<file path="src/logic/afm_pkg.sv">
/*
  Package for the alarm flag and phase fault monitor: widths, fixed levels,
  alarm source selections and the packed carriers shared by the monitor.
  Assumes all sampled quantities arrive as unsigned fixed-point words.
*/
`default_nettype none
package afm_pkg;
  // --------------------------------------------------------------------
  // Widths
  // --------------------------------------------------------------------
  localparam int unsigned AFM_I_W = 12; // Output current, 1/16 A per lsb
  localparam int unsigned AFM_V_W = 12; // Input voltage sense code
  localparam int unsigned AFM_D_W = 10; // Duty, 1/1024 per lsb
  localparam int unsigned AFM_P_W = 8;  // Power, 1 W per lsb
  localparam int unsigned AFM_PH_N = 8; // Phases watched per loop
  localparam int unsigned AFM_PH_W = 3;
  localparam int unsigned AFM_T_W = 8;  // Temperature, 1 degC per lsb

  // --------------------------------------------------------------------
  // Fixed levels
  // --------------------------------------------------------------------
  // Hysteresis release at 95 percent: thr * 19 / 20
  localparam int unsigned AFM_HYS_NUM = 19;
  localparam int unsigned AFM_HYS_DEN = 20;
  // Efficiency 85 percent: power = iv*d / 0.85 = iv*d*20/17
  localparam int unsigned AFM_EFF_NUM = 20;
  localparam int unsigned AFM_EFF_DEN = 17;
  localparam logic [AFM_P_W-1:0] AFM_PWR_STEP_W = 8'h04;  // 4 W per code
  localparam logic [AFM_P_W-1:0] AFM_PWR_MAX_W = 8'hFC;   // 252 W
  localparam logic [AFM_P_W-1:0] AFM_PWR_MIN_W = 8'h08;   // Active only above 8 W
  localparam logic [AFM_P_W-1:0] AFM_PWR_HYS_W = 8'h08;   // 8 W release band
  localparam logic [AFM_T_W-1:0] AFM_TEMP_MIN = 8'h40;    // 64 degC
  localparam logic [AFM_T_W-1:0] AFM_TEMP_MAX = 8'h7F;    // 127 degC
  // Duty deviation 0.05 of 1024 lsb, rounded up to 52
  localparam logic [AFM_D_W-1:0] AFM_DUTY_DEV = 10'h034;
  // Filter shifts: slow and very slow single-pole averages
  localparam int unsigned AFM_SHIFT_SLOW = 10;
  localparam int unsigned AFM_SHIFT_VSLOW = 14;
  localparam int unsigned AFM_ACC_W = AFM_P_W + 16 + AFM_SHIFT_VSLOW;
  // Input over-voltage limits in sense codes for each divider
  localparam logic [AFM_V_W-1:0] AFM_OVP_LIM_14V5 = 12'h0A6;
  localparam logic [AFM_V_W-1:0] AFM_OVP_LIM_23V5 = 12'h0AB;

  // --------------------------------------------------------------------
  // Alarm source selection
  // --------------------------------------------------------------------
  typedef enum logic [1:0] {
    AFM_SRC_TEMP      = 2'h0,
    AFM_SRC_TEMP_ILIM = 2'h1,
    AFM_SRC_TEMP_OCP  = 2'h2,
    AFM_SRC_ILIM      = 2'h3
  } afm_src_t;

  // Nonvolatile configuration carrier
  typedef struct packed {
    logic [AFM_I_W-1:0] cur_thr;       // Averaged current threshold
    logic               cur_very_slow; // Filter bandwidth choice
    logic [5:0]         pwr_code;      // Power threshold in 4 W steps
    afm_src_t           src_sel;
    logic [AFM_T_W-1:0] temp_thr;      // Warning threshold, degC
    logic               ovp_en;
    logic               ovp_div_22;    // Divider 22:1 when set
    logic               phase_imbalance_enable;
  } afm_cfg_t;

  // Per-loop phase fault status carrier
  typedef struct packed {
    logic               fault;
    logic [AFM_PH_W-1:0] faulted_phase_index;
    logic               phase_current_high;
    logic               phase_current_low;
  } afm_pf_t;

  // Loop states
  typedef enum logic {AFM_LOOP_RUN, AFM_LOOP_OFF} afm_loop_t;
endpackage
`default_nettype wire

</file>
<file path="src/logic/afm_monitor.sv">
/*
  Alarm flag and phase fault monitor for a two-loop multiphase controller.
  Assumes synchronous sample inputs, configuration already loaded from
  nonvolatile storage, and platform logic reading the shared alarm output.
*/
`timescale 1ns/1ps
`default_nettype none
module afm_monitor #(
  parameter int unsigned PHASES = afm_pkg::AFM_PH_N
) (
  input wire logic clock_in,
  input wire logic srst_in,
  input wire afm_pkg::afm_cfg_t cfg_in,
  input wire logic phase_imbalance_clear_in,
  input wire logic [afm_pkg::AFM_I_W-1:0] iout_in,
  input wire logic [afm_pkg::AFM_D_W-1:0] duty_avg_in,
  input wire logic [afm_pkg::AFM_V_W-1:0] input_voltage_sense_in,
  input wire logic [afm_pkg::AFM_T_W-1:0] temp_in,
  input wire logic ocp_in,
  input wire logic [1:0] loop_enable_in,
  input wire logic [1:0][afm_pkg::AFM_PH_N-1:0][afm_pkg::AFM_D_W-1:0] phase_duty_in,
  input wire logic [1:0][afm_pkg::AFM_PH_N-1:0] phase_active_in,
  output logic shared_alarm_oe_n_out,
  output logic thermal_warning_out,
  output logic ovp_shutdown_out,
  output logic [1:0] loop_run_out,
  output afm_pkg::afm_pf_t [1:0] phase_status_out
);
  import afm_pkg::*;

  // ------------------------------------------------------------------
  // Averaging filters
  // ------------------------------------------------------------------
  logic [AFM_ACC_W-1:0] cur_acc_q, cur_acc_d;
  logic [AFM_ACC_W-1:0] pwr_acc_q, pwr_acc_d;
  logic [AFM_I_W-1:0] cur_avg;
  logic [AFM_P_W+3:0] pwr_avg;
  logic [AFM_P_W+3:0] pwr_inst;
  logic [AFM_I_W+AFM_D_W+AFM_V_W+5:0] pwr_prod;
  logic [4:0] shift;

  // Power estimate, bandwidth pick and first-order average steps
  always_comb begin
    // Widen every factor first so the product cannot wrap at operand width
    pwr_prod = (AFM_I_W+AFM_D_W+AFM_V_W+6)'(iout_in) * (AFM_I_W+AFM_D_W+AFM_V_W+6)'(duty_avg_in)
      * (AFM_I_W+AFM_D_W+AFM_V_W+6)'(input_voltage_sense_in);
    pwr_prod = (AFM_I_W+AFM_D_W+AFM_V_W+6)'(pwr_prod * AFM_EFF_NUM / AFM_EFF_DEN);
    pwr_inst = (AFM_P_W+4)'(pwr_prod >> (AFM_D_W + 4 + 6)); // Scale to 1 W per lsb
    shift = cfg_in.cur_very_slow ? 5'(AFM_SHIFT_VSLOW) : 5'(AFM_SHIFT_SLOW);
    cur_avg = AFM_I_W'(cur_acc_q >> shift);
    pwr_avg = (AFM_P_W+4)'(pwr_acc_q >> shift);
    cur_acc_d = cur_acc_q - (cur_acc_q >> shift) + AFM_ACC_W'(iout_in);
    pwr_acc_d = pwr_acc_q - (pwr_acc_q >> shift) + AFM_ACC_W'(pwr_inst);
  end

  always_ff @(posedge clock_in) begin
    if (srst_in) begin
      cur_acc_q <= '0;
      pwr_acc_q <= '0;
    end else begin
      cur_acc_q <= cur_acc_d;
      pwr_acc_q <= pwr_acc_d;
    end
  end

  // ------------------------------------------------------------------
  // Alarm sources, hysteresis on current and power only
  // ------------------------------------------------------------------
  logic cur_alarm_q, cur_alarm_d, pwr_alarm_q, pwr_alarm_d;
  logic hot_q, hot_d, ovp_q, ovp_d, alarm_d;
  logic [AFM_I_W+4:0] cur_rel;
  logic [AFM_P_W+3:0] pwr_thr;
  logic [AFM_T_W-1:0] temp_thr;
  logic pwr_on;

  always_comb begin
    cur_rel = (AFM_I_W+5)'(cfg_in.cur_thr * AFM_HYS_NUM);
    cur_alarm_d = cur_alarm_q;
    if (!cur_alarm_q && cur_avg > cfg_in.cur_thr)
      cur_alarm_d = 1'b1;
    else if (cur_alarm_q && (AFM_I_W+5)'(cur_avg * AFM_HYS_DEN) < cur_rel)
      cur_alarm_d = 1'b0;
    pwr_thr = (AFM_P_W+4)'(cfg_in.pwr_code * AFM_PWR_STEP_W);
    if (pwr_thr > (AFM_P_W+4)'(AFM_PWR_MAX_W))
      pwr_thr = (AFM_P_W+4)'(AFM_PWR_MAX_W);
    pwr_on = pwr_thr > (AFM_P_W+4)'(AFM_PWR_MIN_W);
    pwr_alarm_d = pwr_alarm_q;
    if (!pwr_on)
      pwr_alarm_d = 1'b0;
    else if (!pwr_alarm_q && pwr_avg > pwr_thr)
      pwr_alarm_d = 1'b1;
    else if (pwr_alarm_q && pwr_avg + (AFM_P_W+4)'(AFM_PWR_HYS_W) <= pwr_thr)
      pwr_alarm_d = 1'b0;
    // Clamp warning threshold into its range
    temp_thr = cfg_in.temp_thr;
    if (temp_thr < AFM_TEMP_MIN)
      temp_thr = AFM_TEMP_MIN;
    else if (temp_thr > AFM_TEMP_MAX)
      temp_thr = AFM_TEMP_MAX;
    hot_d = temp_in > temp_thr;
    // Over-voltage latches until reset
    ovp_d = ovp_q | (cfg_in.ovp_en && input_voltage_sense_in >
      (cfg_in.ovp_div_22 ? AFM_OVP_LIM_23V5 : AFM_OVP_LIM_14V5));
    unique case (cfg_in.src_sel)
      AFM_SRC_TEMP: alarm_d = hot_q;
      AFM_SRC_TEMP_ILIM: alarm_d = hot_q | cur_alarm_q;
      AFM_SRC_TEMP_OCP: alarm_d = hot_q | ocp_in;
      AFM_SRC_ILIM: alarm_d = cur_alarm_q;
    endcase
    alarm_d = alarm_d | pwr_alarm_q;
  end

  always_ff @(posedge clock_in) begin
    if (srst_in) begin
      cur_alarm_q <= 1'b0;
      pwr_alarm_q <= 1'b0;
      hot_q <= 1'b0;
      ovp_q <= 1'b0;
    end else begin
      cur_alarm_q <= cur_alarm_d;
      pwr_alarm_q <= pwr_alarm_d;
      hot_q <= hot_d;
      ovp_q <= ovp_d;
    end
  end

  // ------------------------------------------------------------------
  // Phase fault detection per loop
  // ------------------------------------------------------------------
  afm_pf_t [1:0] pf_q, pf_d;
  afm_loop_t [1:0] st_q, st_d;
  logic [1:0] en_q;

  for (genvar lp = 0; lp < 2; lp++) begin : g_loop
    logic [AFM_D_W+AFM_PH_W:0] sum;
    logic [AFM_D_W-1:0] avg;
    logic [AFM_PH_W:0] cnt;
    logic hi, lo, found;
    logic [AFM_PH_W-1:0] idx;

    // Average duty over active phases and first deviating phase
    always_comb begin
      sum = '0;
      cnt = '0;
      hi = 1'b0;
      lo = 1'b0;
      found = 1'b0;
      idx = '0;
      for (int p = 0; p < PHASES; p++) begin
        if (phase_active_in[lp][p]) begin
          sum = sum + (AFM_D_W+AFM_PH_W+1)'(phase_duty_in[lp][p]);
          cnt = cnt + 1'b1;
        end
      end
      avg = (cnt == '0) ? '0 : AFM_D_W'(sum / cnt);
      for (int p = PHASES - 1; p >= 0; p--) begin
        if (phase_active_in[lp][p] && cfg_in.phase_imbalance_enable) begin
          // One extra bit keeps the band sums from wrapping near full duty
          if ({1'b0, phase_duty_in[lp][p]} >= {1'b0, avg} + {1'b0, AFM_DUTY_DEV}) begin
            hi = 1'b1;
            found = 1'b1;
            idx = AFM_PH_W'(p);
          end else if ({1'b0, phase_duty_in[lp][p]} + {1'b0, AFM_DUTY_DEV} <= {1'b0, avg}) begin
            lo = 1'b1;
            found = 1'b1;
            idx = AFM_PH_W'(p);
          end
        end
      end
      pf_d[lp] = pf_q[lp];
      if (phase_imbalance_clear_in)
        pf_d[lp] = '0;
      if (found && st_q[lp] == AFM_LOOP_RUN) begin // Set wins over clear
        pf_d[lp].fault = 1'b1;
        pf_d[lp].faulted_phase_index = idx;
        pf_d[lp].phase_current_high = pf_d[lp].phase_current_high | hi;
        pf_d[lp].phase_current_low = pf_d[lp].phase_current_low | lo;
      end
      st_d[lp] = st_q[lp];
      unique case (st_q[lp])
        AFM_LOOP_RUN: if (found) st_d[lp] = AFM_LOOP_OFF;
        AFM_LOOP_OFF: if (en_q[lp] && !loop_enable_in[lp]) st_d[lp] = AFM_LOOP_RUN;
      endcase
    end
  end

  always_ff @(posedge clock_in) begin
    if (srst_in) begin
      pf_q <= '0;
      st_q <= {AFM_LOOP_RUN, AFM_LOOP_RUN};
      en_q <= '0;
    end else begin
      pf_q <= pf_d;
      st_q <= st_d;
      en_q <= loop_enable_in;
    end
  end

  // ------------------------------------------------------------------
  // Output registers
  // ------------------------------------------------------------------
  always_ff @(posedge clock_in) begin
    if (srst_in) begin
      shared_alarm_oe_n_out <= 1'b1;
      thermal_warning_out <= 1'b0;
      ovp_shutdown_out <= 1'b0;
      loop_run_out <= '0;
      phase_status_out <= '0;
    end else begin
      shared_alarm_oe_n_out <= ~alarm_d;
      thermal_warning_out <= hot_d;
      ovp_shutdown_out <= ovp_d;
      for (int l = 0; l < 2; l++)
        loop_run_out[l] <= loop_enable_in[l] && st_d[l] == AFM_LOOP_RUN && !ovp_d;
      phase_status_out <= pf_d;
    end
  end
endmodule // afm_monitor
`default_nettype wire

</file>
<file path="config.mk">
export PLATFORM = sky130hd
export DESIGN_NAME = afm_monitor
export DESIGN_NICKNAME = d
export VERILOG_FILES = /design/src/logic/afm_pkg.sv /design/src/logic/afm_monitor.sv
export SDC_FILE = /design/constraint.sdc
export NUM_CORES = 2
export LEC_CHECK = 0
export BUFFER_PORTS_ARGS = -buffer_cell sky130_fd_sc_hd__buf_2
export CORE_MARGIN = 4
export CORE_UTILIZATION = 28
export CTS_CLUSTER_SIZE = 8
export DETAILED_ROUTE_END_ITERATION = 7
export PLACE_DENSITY_LB_ADDON = 0.25
export SLEW_MARGIN = 20
export SYNTH_ARGS = -nofsm -noshare
export SYNTH_HDL_FRONTEND = slang
export SYNTH_SLANG_ARGS = --single-unit
</file>
<file path="constraint.sdc">
create_clock -name clock_in -period 52.2 [get_ports clock_in]
set_input_delay 15.66 -clock clock_in [delete_from_list [all_inputs] [get_ports clock_in]]
set_output_delay 15.66 -clock clock_in [all_outputs]
set_load 0.02 [all_outputs]
</file>
==> impl_results.md <==
- Starting Density: 0.282
- Vias post-DR: 46600
- DR pass1 iterations: 5
- Routed Wire Length: 154000 um
- Post-Synthesis Cells: 6537
- Mapped cell area: 50400 um^2
- Dpl cells: 9100
- Core area: 179000 um^2
- Minimum hold slack: 0.472 ns
- CTS clock-pin slew for the worst setup and hold paths: 0.07 ns
- H-tree levels: 3
- Die height: 432 um
- Placer Congestion: 0.862
- Number of flops mapped to enable cells by yosys: 0
- 1st-iter DRT viols: 2433
- Sequential share of the synthesized area: 0.0393
- Critical path class: input pin to register
- CTS Buf Count: 9
- Final net count: 8316
- Die area: 187000 um^2
- Final min period: 49.46 ns
- Clock skew: 0.0118 ns
- Final hold violation count: 0
- Crit path capture type: register
- Die width: 432 um
- Worst Max-Slew Pin Slew: 0.992 ns
- Ys flop type: dfxtp_1
- Final setup violation count: 0
- CTS tree: done
- Crit-path slowest cell: fa_1
- Hold path start: phase_status_out[11]$_SDFFE_PP0P_
- Critical path required time: 52.46 ns
- Synth Area per Inst: 7.70 um^2
- Outcome: completed
- Global-route layer with the greatest usage: met2
- Routed len/inst: 16.9 um
- Seq cells post-synth: 99
- Root Buffer: clkbuf_16
- Syn Nets: 8083
- Distinct cell type count after synthesis: 115
- Worst Path Arrival: 49.71 ns
- Longest Clk Path Bufs: 2
- Fmax: 0.0202 GHz
- Worst Path Max Fanout: 12
- M3 GR Usage: 0.0142
- Worst min path class: register to register
- PortBufs: 272
- Worst setup SP type: input pin
- Synth area leader: ha_1
- Synth warn: 0
- Grt met1 use: 0.206
- Post-Layout Cell Count: 9139
- Detailed Place HPWL: 128000 um
- Fin. max-slew vios: 0
- Worst R2R Start: cur_acc_q[15]$_SDFF_PP0_
- Fin util: 0.311
- Via density: 5.10
- First-pass GRT wire length: 247000 um
- Sink Count: 99
- Ports: 273
- CP Launch Point: phase_active_in[8]
- Total congestion overflow: 0
- Initial antenna violation count: 23
- CP dominant cell by count: ha_1
- DRC viols: 0
- FFs w/ async S/R, synth: 0
- Number of nets with antenna violations after routing: 0
- Area delta synth->final: 10.4%
- Total track usage: 0.161
- Crit-path max cell delay: 0.49 ns
- CTS Hold Bufs: 0
- Rel. slew slack: 0.336
- # rows: 155
- GR Util met2: 0.286
- Area share of the leading cell type in the synthesized netlist: 0.239
- Final Cycle Share: 0.947
- Largest net degree at the start of global routing: 59
- Maxcap violations: 0
- Synth area leaders: ha_1 24%, fa_1 13%, inv_1 5.5%
- Layout cell share with drive strength beyond 1: 0.101
- Vias in the first global route: 46800
- Worst-skew pair later-pin latency: 0.40 ns
## placed cells by master, fill, tap and decap left out, drive strengths merged, types with 42 or more instances in the layout
| cell | Yosys | routed |
|---|---|---|
| a211oi | 52 | 52 |
| a21o | 110 | 110 |
| a21oi | 492 | 492 |
| a31oi | 42 | 42 |
| and2 | 212 | 212 |
| and3 | 68 | 68 |
| buf | 17 | 388 |
| dfxtp | 99 | 99 |
| fa | 326 | 326 |
| ha | 964 | 964 |
| inv | 740 | 742 |
| mux2 | 100 | 100 |
| mux2i | 83 | 83 |
| nand2 | 524 | 524 |
| nand2b | 182 | 182 |
| nand3 | 122 | 122 |
| nand4 | 78 | 78 |
| nor2 | 362 | 362 |
| nor2b | 143 | 143 |
| nor3 | 162 | 162 |
| o21a | 125 | 125 |
| o21ai | 398 | 398 |
| o21bai | 60 | 60 |
| xnor2 | 289 | 289 |
| xor2 | 134 | 134 |
## synth_stat cells (all sizes together), types with 13 or more instances
cell type,instances
a211o,19
o21bai,60
and3,68
nor4,21
nand2,524
fa,326
or3,38
clkbuf,149
xnor2,289
o31ai,33
o211ai,30
a21oi,492
and2,212
mux2,100
nand3,122
a22o,13
mux2i,83
inv,740
or2,36
o22ai,16
nand4,78
nor3,162
o21ai,398
o2111ai,18
nand2b,182
nor3b,15
buf,17
a31oi,42
dfxtp,99
ha,964
a21o,110
nand3b,16
a211oi,52
o21a,125
xor2,134
nor2b,143
a21boi,37
nor2,362
## final cells by class
class                      instances  area, um^2
sequential                        99        1980
tap                             2355        2950
inverter                         741        2780
timing repair buffer             388        2250
multi-input combinational       5531       45300
fill                           19100      123000
clock buffer                       9         225
antenna                           11        27.5
clock inverter                     5        40.0
## per-stage QoR
step	TNS (ns)	setup slack, ns	area [um^2]
after floorplan	0	3.29	50400
after global placement	0	1.15	54900
after detailed placement	0	0.0567	54900
after CTS	0	0.477	55100
after global routing	-0.924	-0.184	55600
final	0	2.74	55600
## timing repair
| action | 4_1_cts | 5_1_grt |
|---|---|---|
| resized for setup | 0 | 92 |
| hold endpoints to repair | 0 | 0 |
| setup buffers | 0 | 14 |
| endpoints found under the setup margin | 0 | 16 |
## layer usage
metal	vias to the layer above	share of wire
met5	-	0.00018
met4	4	0.027
met3	207	0.031
met2	794	0.48
met1	22300	0.46
li1	23300	-
## worst paths after layout
check        slack (ns)                                end  cells past startpoint
max                2.74   phase_status_out[8]$_SDFFE_PP0P_                    186
min                0.47  phase_status_out[11]$_SDFFE_PP0P_                      2
max reg2reg       44.45           cur_acc_q[37]$_SDFF_PP0_                     38
min reg2reg        0.47  phase_status_out[11]$_SDFFE_PP0P_                      2
## sequential cells by signal, indices dropped and copies added, names as in the netlist
| register | flops |
|---|---|
| cur_acc_q | 38 |
| cur_alarm_q | 1 |
| en_q | 2 |
| loop_run_out | 2 |
| ovp_shutdown_out | 1 |
| phase_status_out | 12 |
| pwr_acc_q | 38 |
| pwr_alarm_q | 1 |
| shared_alarm_oe_n_out | 1 |
| st_q | 2 |
| thermal_warning_out | 1 |
## kinds of logic after synthesis
group / synth area share
mux: 0.0390
fa+ha+maj: 0.370
buf+inv: 0.0683
flops: 0.0393
xor+xnor: 0.0753
simple gates: 0.205
other cells: 0.000149
compound gates: 0.203
## critical path, delay by kind of cell
family | cells | cell delay, ns
and+or+nand+nor | 55 | 8.16
AOI/OAI and AO/OA | 83 | 14.44
adders and majority gates | 24 | 7.51
xor gates and xnor gates | 2 | 0.24
buffers and inverters | 13 | 1.35
muxes | 9 | 2.28
Power is left out: the tool's default activity adds up to more than one toggle a clock period on the data nets, which glitch-free logic cannot reach.
